[src/flash_ctl_pkg.sv]
// constants, types and command codes shared by the flash erase controller
//
// Functional notes
// - accelerate only for bypass two-cycle programs
// - host suspends erase; repeated suspends ignored
// - chip erase is six ordered writes
// - sector erase sixth write carries sector
// - extra sectors within fifty microsecond gaps
// - host resumes erase; repeated resumes ignored
// - bypass program is A0 then address data
package flash_ctl_pkg;
    // ------------------------------------------------------------------
    // command codes and unlock addresses
    // ------------------------------------------------------------------
    localparam logic [7:0]  CMD_UNLOCK1   = 8'hAA;
    localparam logic [7:0]  CMD_UNLOCK2   = 8'h55;
    localparam logic [7:0]  CMD_SETUP     = 8'h80;
    localparam logic [7:0]  CMD_CHIP      = 8'h10;
    localparam logic [7:0]  CMD_SECTOR    = 8'h30;
    localparam logic [7:0]  CMD_SUSPEND   = 8'hB0;
    localparam logic [7:0]  CMD_RESUME    = 8'h30;
    localparam logic [7:0]  CMD_BYP_PROG  = 8'hA0;
    localparam logic [23:0] ADDR_UNLOCK1  = 24'h000555;
    localparam logic [23:0] ADDR_UNLOCK2  = 24'h0002AA;
    localparam int          SECTOR_LSB    = 15;

    // ------------------------------------------------------------------
    // bus timing, in ns, and derived 100 MHz cycle counts
    // ------------------------------------------------------------------
    localparam int CLK_NS        = 10;
    localparam int WE_LOW_NS     = 50;
    localparam int WE_HIGH_NS    = 30;
    localparam int ERASE_WIN_US  = 50;
    localparam int GAP_MAX_NS    = 20000;  // well inside the window
    localparam int WE_LOW_CYC    = (WE_LOW_NS + CLK_NS - 1) / CLK_NS;
    localparam int WE_HIGH_CYC   = (WE_HIGH_NS + CLK_NS - 1) / CLK_NS;
    localparam int GAP_MAX_CYC   = GAP_MAX_NS / CLK_NS;
    localparam int CNT_W         = 16;
    localparam int SYNC_STAGES   = 2;      // read data crosses two flops

    // ------------------------------------------------------------------
    // wishbone register map (byte addresses) and field positions
    // ------------------------------------------------------------------
    localparam logic [7:0] REG_CMD    = 8'h00;
    localparam logic [7:0] REG_ADDR   = 8'h04;
    localparam logic [7:0] REG_DATA   = 8'h08;
    localparam logic [7:0] REG_STATUS = 8'h0C;
    localparam logic [7:0] REG_RDATA  = 8'h10;
    localparam int         STAT_BUSY  = 0;
    localparam int         STAT_ACC   = 1;

    // host operation codes written to REG_CMD
    typedef enum logic [2:0] {
        OP_CHIP_ERASE, OP_SECTOR_ERASE, OP_ADD_SECTOR, OP_SUSPEND,
        OP_RESUME, OP_BYP_PROGRAM, OP_READ, OP_NONE
    } op_t;

    // one write or read cycle on the flash bus
    typedef struct packed {
        logic        rd;
        logic [23:0] addr;
        logic [15:0] data;
    } flash_cycle_t;
endpackage : flash_ctl_pkg

[src/flash_erase_ctl.sv]
// host-side controller issuing erase, suspend and bypass program cycles
//
// Implementation choices: the Wishbone slave port and the address map.
module flash_erase_ctl (
    input  wire logic        CLK,
    input  wire logic        RST_N,
    input  wire logic        WB_CYC_I,
    input  wire logic        WB_STB_I,
    input  wire logic        WB_WE_I,
    input  wire logic [7:0]  WB_ADR_I,
    input  wire logic [3:0]  WB_SEL_I,
    input  wire logic [31:0] WB_DAT_I,
    output logic      [31:0] WB_DAT_O,
    output logic             WB_ACK_O,
    output logic      [23:0] FL_ADDR,
    output logic      [15:0] FL_DQ_O,
    output logic             FL_DQ_OE,
    input  wire logic [15:0] FL_DQ_I,
    output logic             FL_CE_N,
    output logic             FL_WE_N,
    output logic             FL_OE_N,
    output logic             ACC_HV_EN
);
    // ------------------------------------------------------------------
    // pin synchroniser for read data
    // ------------------------------------------------------------------
    logic [15:0] dq_s1_reg, dq_s2_reg;
    always_ff @(posedge CLK or negedge RST_N) begin
        if (!RST_N) begin
            dq_s1_reg <= 16'h0000;
            dq_s2_reg <= 16'h0000;
        end else begin
            dq_s1_reg <= FL_DQ_I;
            dq_s2_reg <= dq_s1_reg;
        end
    end

    // ------------------------------------------------------------------
    // sequencer state
    // ------------------------------------------------------------------
    typedef enum logic [2:0] {S_IDLE, S_SETUP, S_LOW, S_HIGH, S_READ}
        state_t;
    state_t                        state_reg, state_next;
    flash_ctl_pkg::flash_cycle_t   seq_reg [6];
    flash_ctl_pkg::flash_cycle_t   seq_next [6];
    logic [2:0]                    idx_reg, idx_next, len_reg, len_next;
    logic [flash_ctl_pkg::CNT_W-1:0] cnt_reg, cnt_next;
    logic [23:0]                   addr_reg, addr_next;
    logic [15:0]                   wdat_reg, wdat_next, rdat_reg, rdat_next;
    logic                          acc_reg, acc_next, ack_reg, ack_next;
    logic [31:0]                   dout_reg, dout_next;
    logic                          go;

    // build one write cycle
    function automatic flash_ctl_pkg::flash_cycle_t wr(
        input logic [23:0] a, input logic [7:0] d);
        wr = '{rd: 1'b0, addr: a, data: {8'h00, d}};
    endfunction : wr

    // sector base of an address: bits below the sector field cleared
    function automatic logic [23:0] sector_addr(input logic [23:0] a);
        sector_addr = {a[23:flash_ctl_pkg::SECTOR_LSB],
                       {flash_ctl_pkg::SECTOR_LSB{1'b0}}};
    endfunction : sector_addr

    assign go = WB_CYC_I && WB_STB_I && WB_WE_I && !ack_reg
                && WB_ADR_I == flash_ctl_pkg::REG_CMD && WB_SEL_I[0];

    // next-state: register writes start sequences; long ops run on device
    always_comb begin
        state_next = state_reg;
        seq_next   = seq_reg;
        idx_next   = idx_reg;
        len_next   = len_reg;
        cnt_next   = cnt_reg;
        addr_next  = addr_reg;
        wdat_next  = wdat_reg;
        rdat_next  = rdat_reg;
        acc_next   = acc_reg;
        ack_next   = 1'b0;
        dout_next  = dout_reg;
        if (WB_CYC_I && WB_STB_I && !ack_reg) begin
            // busy writes to REG_CMD are still acked but dropped
            ack_next = 1'b1;
            if (WB_WE_I) begin
                unique case (WB_ADR_I)
                    flash_ctl_pkg::REG_ADDR: addr_next = WB_DAT_I[23:0];
                    flash_ctl_pkg::REG_DATA: wdat_next = WB_DAT_I[15:0];
                    // the pin may not move under a running cycle
                    flash_ctl_pkg::REG_STATUS: if (state_reg == S_IDLE)
                        acc_next = WB_DAT_I[flash_ctl_pkg::STAT_ACC];
                    default: ;
                endcase
            end else begin
                unique case (WB_ADR_I)
                    flash_ctl_pkg::REG_ADDR:   dout_next = {8'h00, addr_reg};
                    flash_ctl_pkg::REG_DATA:   dout_next = {16'h0000, wdat_reg};
                    flash_ctl_pkg::REG_STATUS: dout_next =
                        {30'h0, acc_reg, state_reg != S_IDLE};
                    flash_ctl_pkg::REG_RDATA:  dout_next = {16'h0000, rdat_reg};
                    default:                   dout_next = 32'h0000_0000;
                endcase
            end
        end
        unique case (state_reg)
            S_IDLE: if (go) begin
                idx_next = 3'd0;
                cnt_next = '0;
                state_next = S_SETUP;
                seq_next[0] = wr(flash_ctl_pkg::ADDR_UNLOCK1,
                                 flash_ctl_pkg::CMD_UNLOCK1);
                seq_next[1] = wr(flash_ctl_pkg::ADDR_UNLOCK2,
                                 flash_ctl_pkg::CMD_UNLOCK2);
                seq_next[2] = wr(flash_ctl_pkg::ADDR_UNLOCK1,
                                 flash_ctl_pkg::CMD_SETUP);
                seq_next[3] = seq_next[0];
                seq_next[4] = seq_next[1];
                seq_next[5] = wr(flash_ctl_pkg::ADDR_UNLOCK1,
                                 flash_ctl_pkg::CMD_CHIP);
                len_next = 3'd6;
                unique case (flash_ctl_pkg::op_t'(WB_DAT_I[2:0]))
                    flash_ctl_pkg::OP_CHIP_ERASE: ;
                    flash_ctl_pkg::OP_SECTOR_ERASE:
                        seq_next[5] = wr(sector_addr(addr_reg),
                                         flash_ctl_pkg::CMD_SECTOR);
                    flash_ctl_pkg::OP_ADD_SECTOR: begin
                        seq_next[0] = wr(sector_addr(addr_reg),
                                         flash_ctl_pkg::CMD_SECTOR);
                        len_next = 3'd1;
                    end
                    flash_ctl_pkg::OP_SUSPEND: begin
                        seq_next[0] = wr(24'h000000, flash_ctl_pkg::CMD_SUSPEND);
                        len_next = 3'd1;
                    end
                    flash_ctl_pkg::OP_RESUME: begin
                        seq_next[0] = wr(24'h000000, flash_ctl_pkg::CMD_RESUME);
                        len_next = 3'd1;
                    end
                    flash_ctl_pkg::OP_BYP_PROGRAM: begin
                        seq_next[0] = wr(24'h000000, flash_ctl_pkg::CMD_BYP_PROG);
                        seq_next[1] = '{rd: 1'b0, addr: addr_reg, data: wdat_reg};
                        len_next = 3'd2;
                    end
                    flash_ctl_pkg::OP_READ: begin
                        seq_next[0] = '{rd: 1'b1, addr: addr_reg, data: 16'h0};
                        len_next = 3'd1;
                    end
                    default: state_next = S_IDLE;
                endcase
                // high voltage only ever backs a bypass program
                if (acc_reg && flash_ctl_pkg::op_t'(WB_DAT_I[2:0])
                        != flash_ctl_pkg::OP_BYP_PROGRAM) begin
                    state_next = S_IDLE;
                end
            end
            S_SETUP: begin
                state_next = seq_reg[idx_reg].rd ? S_READ : S_LOW;
                cnt_next = '0;
            end
            S_LOW, S_READ: begin
                cnt_next = cnt_reg + 1'b1;
                // stretched by the synchroniser depth so a read lands
                if (cnt_reg == flash_ctl_pkg::CNT_W'(flash_ctl_pkg::WE_LOW_CYC
                        + flash_ctl_pkg::SYNC_STAGES)) begin
                    if (state_reg == S_READ) rdat_next = dq_s2_reg;
                    cnt_next = '0;
                    state_next = S_HIGH;
                end
            end
            S_HIGH: begin
                // gap kept far below the acceptance window
                cnt_next = cnt_reg + 1'b1;
                if (cnt_reg == flash_ctl_pkg::CNT_W'(flash_ctl_pkg::WE_HIGH_CYC))
                begin
                    cnt_next = '0;
                    if (idx_reg + 3'd1 == len_reg) state_next = S_IDLE;
                    else begin
                        idx_next = idx_reg + 3'd1;
                        state_next = S_SETUP;
                    end
                end
            end
            default: state_next = S_IDLE;
        endcase
    end

    // registers only
    always_ff @(posedge CLK or negedge RST_N) begin
        if (!RST_N) begin
            state_reg <= S_IDLE;
            for (int i = 0; i < 6; i++) seq_reg[i] <= '0;
            idx_reg <= 3'd0;
            len_reg <= 3'd0;
            cnt_reg <= '0;
            addr_reg <= 24'h000000;
            wdat_reg <= 16'h0000;
            rdat_reg <= 16'h0000;
            acc_reg <= 1'b0;
            ack_reg <= 1'b0;
            dout_reg <= 32'h0000_0000;
        end else begin
            state_reg <= state_next;
            seq_reg <= seq_next;
            idx_reg <= idx_next;
            len_reg <= len_next;
            cnt_reg <= cnt_next;
            addr_reg <= addr_next;
            wdat_reg <= wdat_next;
            rdat_reg <= rdat_next;
            acc_reg <= acc_next;
            ack_reg <= ack_next;
            dout_reg <= dout_next;
        end
    end

    // ------------------------------------------------------------------
    // pin drive
    // ------------------------------------------------------------------
    assign WB_ACK_O  = ack_reg;
    assign WB_DAT_O  = dout_reg;
    assign FL_ADDR   = seq_reg[idx_reg].addr;
    assign FL_DQ_O   = seq_reg[idx_reg].data;
    assign FL_DQ_OE  = state_reg inside {S_SETUP, S_LOW, S_HIGH}
                       && !seq_reg[idx_reg].rd;
    assign FL_CE_N   = !(state_reg inside {S_SETUP, S_LOW, S_READ, S_HIGH});
    assign FL_WE_N   = state_reg != S_LOW;
    assign FL_OE_N   = state_reg != S_READ;
    assign ACC_HV_EN = acc_reg;
endmodule : flash_erase_ctl

[config.mk]
export PLATFORM = sky130hd
export DESIGN_NAME = flash_erase_ctl
export DESIGN_NICKNAME = d
export VERILOG_FILES = /design/src/flash_ctl_pkg.sv /design/src/flash_erase_ctl.sv
export SDC_FILE = /design/constraint.sdc
export NUM_CORES = 1
export LEC_CHECK = 0
export BUFFER_PORTS_ARGS = -buffer_cell sky130_fd_sc_hd__buf_4
export CORE_MARGIN = 3
export CORE_UTILIZATION = 50
export DETAILED_ROUTE_END_ITERATION = 6
export HOLD_SLACK_MARGIN = 0.08
export PLACE_DENSITY = 0.8
export SKIP_LAST_GASP = 1
export SYNTH_ARGS = -nofsm -noshare
export SYNTH_HDL_FRONTEND = slang
export SYNTH_SLANG_ARGS = --single-unit
[constraint.sdc]
create_clock -name CLK -period 2.5 [get_ports CLK]
set_clock_uncertainty 0.05 [all_clocks]
set_input_delay 0.375 -clock CLK [delete_from_list [all_inputs] [get_ports CLK]]
set_output_delay 0.375 -clock CLK [all_outputs]
set_load 0.02 [all_outputs]
## Yosys cells after proc, flatten, opt, wreduce, memory -nomap -nowiden

Index checks and enable logic that the tools add are counted.

- Mux-type cells: 25
- Reductions and logical operators: 31
- Equality and inequality tests: 24
- $lt $le $gt $ge: 1
- Bitwise gates (word level): 2
- Add/subtract/negate cells: 2

Operators by type and width:

| kind | number |
|---|---|
| 41-bit one-hot mux with 5 select lines | 1 |
| 41-bit binary-select mux with 3-bit select | 1 |
| 24-bit one-hot mux with 4 select lines | 1 |
| 41-bit 2-to-1 mux | 2 |
| 40-bit 2-to-1 mux | 2 |
| 16-bit one-hot mux with 4 select lines | 1 |
| 16-bit 2-to-1 mux | 3 |
| 3-bit 2-to-1 mux | 8 |
| 16-bit by 1-bit adder with 16-bit output (second input constant) | 1 |
| 16-bit by 2-bit equality test with 1-bit output (second input constant) | 1 |
| 16-bit by 3-bit equality test with 1-bit output (second input constant) | 1 |
| 8-bit by 4-bit equality test with 1-bit output (second input constant) | 2 |
| 3-bit by 2-bit equality test with 1-bit output (second input constant) | 4 |
| 3-bit equality test (second input constant) | 4 |
| 3-bit one-hot mux with 2 select lines | 2 |
| 3-bit one-hot mux with 4 select lines | 1 |
| 3-bit AND reduction | 4 |
| 8-bit by 3-bit equality test with 1-bit output (second input constant) | 1 |
| 8-bit by 5-bit equality test with 1-bit output (second input constant) | 1 |
| 1-bit logical AND | 8 |
| 8-bit zero test | 1 |
| 2-bit inequality test (second input constant) | 4 |
| 4-bit AND reduction | 2 |
| 4-bit nonzero test | 2 |
| other kinds (17) | 27 |

- Bits in registers: 274
- Output and inout bits: 78
- Logic and storage cells: 110
- Bits of input ports: 65

## Longest topological paths before layout

- Word-level depth: 7
- Depth in mapped cells: 9
- Depth with buffers taken out: 6

## Worst setup path before layout

OpenSTA, ideal clock, no wires.

- Path kind: register to register
- Start point: register cnt_reg[0] (netlist bit)
- End point: register rdat_reg[10]
- Data required time: 2.325 ns
- Path buffers: 2
- Stages on the path, launching flop included: 8
- Arrival: 2.111 ns
- Slack: 0.214 ns
- Clock period less this slack: 2.286 ns
- Cell sequence: dfrtp_1 -> ha_1 -> or4b_1 -> nor4_4 -> and3_1 -> buf_6 -> buf_12 -> mux2_4

- Longest elaborated chain between the ends: 2

Ends and longest elaborated chain:

| what | line | text |
|---|---|---|
| start: declaration | flash_erase_ctl.sv:47 | `logic [flash_ctl_pkg::CNT_W-1:0] cnt_reg, cnt_next;` |
| start signal: assignment | flash_erase_ctl.sv:206 | `cnt_reg <= cnt_next;` |
| 16-bit by 3-bit equality test with 1-bit output | flash_erase_ctl.sv:163 | `if (cnt_reg == flash_ctl_pkg::CNT_W'(flash_ctl_pkg::WE_LOW_CYC` |
| 3-bit AND reduction (no line) | - |  |
| end signal: assignment | flash_erase_ctl.sv:209 | `rdat_reg <= rdat_next;` |
| end: declaration | flash_erase_ctl.sv:49 | `logic [15:0] wdat_reg, wdat_next, rdat_reg, rdat_next;` |

No other way between the ends.
A chain may end at the register's enable or synchronous reset.

## Worst setup path after layout

- Start point: register idx_reg[0]
- End point: output FL_DQ_O[5]

- Longest elaborated chain between the ends: 4

Ends and longest elaborated chain:

| what | line | text |
|---|---|---|
| start: declaration | flash_erase_ctl.sv:46 | `logic [2:0] idx_reg, idx_next, len_reg, len_next;` |
| start signal: assignment | flash_erase_ctl.sv:204 | `idx_reg <= idx_next;` |
| 3-bit NOT with 4-bit output (not written as such) | flash_erase_ctl.sv:222 | `assign FL_DQ_O = seq_reg[idx_reg].data;` |
| 41-bit binary-select mux with 3-bit select | flash_erase_ctl.sv:222 |  |
| 41-bit 2-to-1 mux (2 in a row) | - |  |
| end: declaration | flash_erase_ctl.sv:16 | `output logic [15:0] FL_DQ_O,` |

No other way between the ends. The select of a mux whose other input is x is not followed.

==> flow_summary.toml <==
[status]
status = "finished, final reports clean"

[finish]
fin_cells = 1394
drive_gt1_share_pct = 23.8
layout.nets = 1192
design_area_mm2 = 0.0122
finalCoreUtilization_pct = 64.3
largest_reg_flops = 81
area_growth_pct = 24.5
diodes = 0

[run]
maxCapViolations = 0

[logic_synthesis]
netlist_instances = 970
synth_edf_count = 0
yosysTopAreaCell = "dfrtp_1"
synth_seq_cells = 220
synth_warnings = 0
synth_area_leaders = "dfrtp_1 (56%), nand2_1 (7.9%), mux2_2 (5.6%), nand3_1 (3.6%), o21ai_0 (2.7%)"
synth_most_common_cell = "dfrtp_1"
syn_avg_cell_area_um2 = 10.1
synth_commonest_cells = "dfrtp_1 (220), nand2_1 (208), nand3_1 (71)"
synth_flop_cell = "dfrtp_1"
ys_seq_area_share_pct = 56.0
ys_types = 63
async_reset_ff_share_pct = 100
synth_top_area_share_pct = 56.0
netlist_area_mm2 = 0.00983

[worst_setup_path]
cp-end-kind = "output port"
reg2reg_from = "cnt_reg[1]$_DFFE_PN0P_"
cpPeakStageDelay_ps = 450
r2r_end = "rdat_reg[4]$_DFFE_PN0P_"
arrival_ps = 2030
cp_max_fo = 17
cpLargestDelayFamily = "buffers and inverters"
worst-setup-path-type = "reg2out"
cp_num_buf_inv = 3
cp-start-kind = "flip-flop"
reg2reg_depth = 6
path_cells = "buf_12 -> inv_1 -> o21ai_0 -> a221oi_2 -> buf_4"
cpMaxStageDelayCell = "dfrtp_2"
worst_ep_required_time_ps = 2080
reg2reg_slack_ps = 130

[sta]
rsz0062_at_grt = "no"
hold_viol_final = 0
min_period_over_period_pct = 98.2
worst_slack_ps = 45.4
drv_slew = 0
period_needed_ps = 2450
worstMarginPinSlew_ps = 1120
setup_viol = 0
slew_headroom_pct = 25.0
fmax_mhz = 407
tns_ps = 0

[detailed_routing]
drt-total-wl_mm = 24.7
drt-pass1-iter-count = 5
initialDrtViolationCount = 806
route.antenna.remaining_nets = 0
vias_per_cell = 5.59
routedWlPerCell_um = 17.7
remaining_drc_errors = 0
vias = 7789

[clock_tree]
clk_pin_slew_ps = 60
root_buffer = "clkbuf_16"
postCtsSetupBuffers = 0
numCtsBuffers = 22
cts_max_path_buffers = 3
cts_max_level = 1
clk_latency_ps = 500
cts_tree = "yes"
clock_sinks = 220

[min_path]
hp-start = "WB_CYC_I"
hp-class = "in2reg"
hold_depth = 2
whs_endpoint = "WB_ACK_O$_DFF_PN0_"

[global_route]
grt_pass1_vias = 7787
overflow = 0
grt_pass1_wl_mm = 40.2
grt_util_all_layers_pct = 22.8
grt_start_max_net_pins = 77
antenna_found_initial = 0

[pwr]
power_density_mw_per_mm2 = 566
p_leak_nw = 6.25
ir_worst_vdd_mv = 0.490

[placement]
placed_area_mm2 = 0.0112
dp_hpwl_mm = 16.2
pre_cts_slack_ps = 133
dp_cells = 1322
place_congestion = 0.819
portBuffers = 123

[die]
core_mm2 = 0.0190
rows = 50
die_area_mm2 = 0.0214
dieHeight_um = 146
initial_core_util_pct = 51.7
ios = 143
die_w_um = 146
[layer usage]
metal	share of wire, %	track usage [%]
met5	0	0
met4	2.6	6.73
met3	7.0	3.60
met2	48	37.8
met1	42	31.2
[cells by family (layout without fill, tap and decap cells)]
logic type / Yosys count / after routing / share of synthesized area [%]
AOI/OAI and AO/OA: 162 / 162 / 10.3
DFF: 220 / 220 / 56.0
adders and majority gates: 2 / 2 / 0.255
other: 1 / 8 / 0.0382
muxes: 81 / 81 / 9.38
xor gates and xnor gates: 10 / 10 / 1.04
and+or+nand+nor: 413 / 413 / 19.1
buffers and inverters: 81 / 238 / 3.87
[area by class of cell]
type	instances	area, um^2
Clock buffer	31	624
Clock inverter	2	25.0
Fill cell	1475	6780
Inverter	9	33.8
Multi-Input combinational cell	676	4020
Sequential cell	220	5510
Tap cell	260	325
Timing Repair Buffer	196	1700
[worst reg2reg max path, cell delays in order (launching register included)]
cell	delay [ps]
dfrtp_1	410
ha_1	180
or4b_1	500
nor4_4	290
and3_1	280
buf_12	190
mux2_2	350
[power by group]
group / switching [mW] / internal (mW)
sequential: 0.0190 / 3.60
combinational: 0.171 / 0.125
clock: 1.29 / 1.72
[timing repair]
item	in CTS	in global routing
cloned	0	1
setup endpoints to repair	21	8
hold endpoints to repair	110	2
hold buffers	37	1
pin swaps	0	0
gates resized for setup	4	5
[worst max path at each step]
stage	startpoint	end	slack [ps]	depth (start not counted)
6_report	idx_reg[0]$_DFFE_PN0P_	FL_DQ_O[5]	50	5
3_3_place_gp	cnt_reg[1]$_DFFE_PN0P_	rdat_reg[15]$_DFFE_PN0P_	150	6
2_1_floorplan	cnt_reg[0]$_DFFE_PN0P_	rdat_reg[10]$_DFFE_PN0P_	210	7
3_5_place_dp	cnt_reg[1]$_DFFE_PN0P_	rdat_reg[4]$_DFFE_PN0P_	130	6
5_1_grt	idx_reg[0]$_DFFE_PN0P_	FL_DQ_O[5]	4	5
4_1_cts	idx_reg[2]$_DFFE_PN0P_	FL_ADDR[4]	30	3
[through the flow]
stage               power (mW)  hold slack [ps]
floorplan                 3.76             29.4
global placement          3.92              282
detailed placement        3.93              285
CTS                       6.97             83.7
global route              7.14              159
finish                    6.92              148
[layout by cell type (no fill, tap or decap), types with 3 or more instances in the layout]
cell,count
mux2i_1,22
dlygate4sd3_1,38
nor2_4,4
a22o_1,20
nor2_1,66
xnor2_1,6
clkbuf_16,23
buf_12,9
a22oi_1,15
conb_1,8
buf_4,147
nand2b_1,10
dfrtp_1,218
clkbuf_8,5
inv_1,9
or4_4,3
nand3_1,71
clkbuf_1,5
or2_2,5
o21a_1,10
nor3_1,4
nand2_1,208
mux2_4,10
o21ai_0,52
nor2b_1,3
a31oi_1,10
o21ai_1,5
a21oi_1,33
and3_1,13
xor2_1,3
mux2_2,49
nand4_1,5
Note: power is estimated with default switching activity, not from simulation.
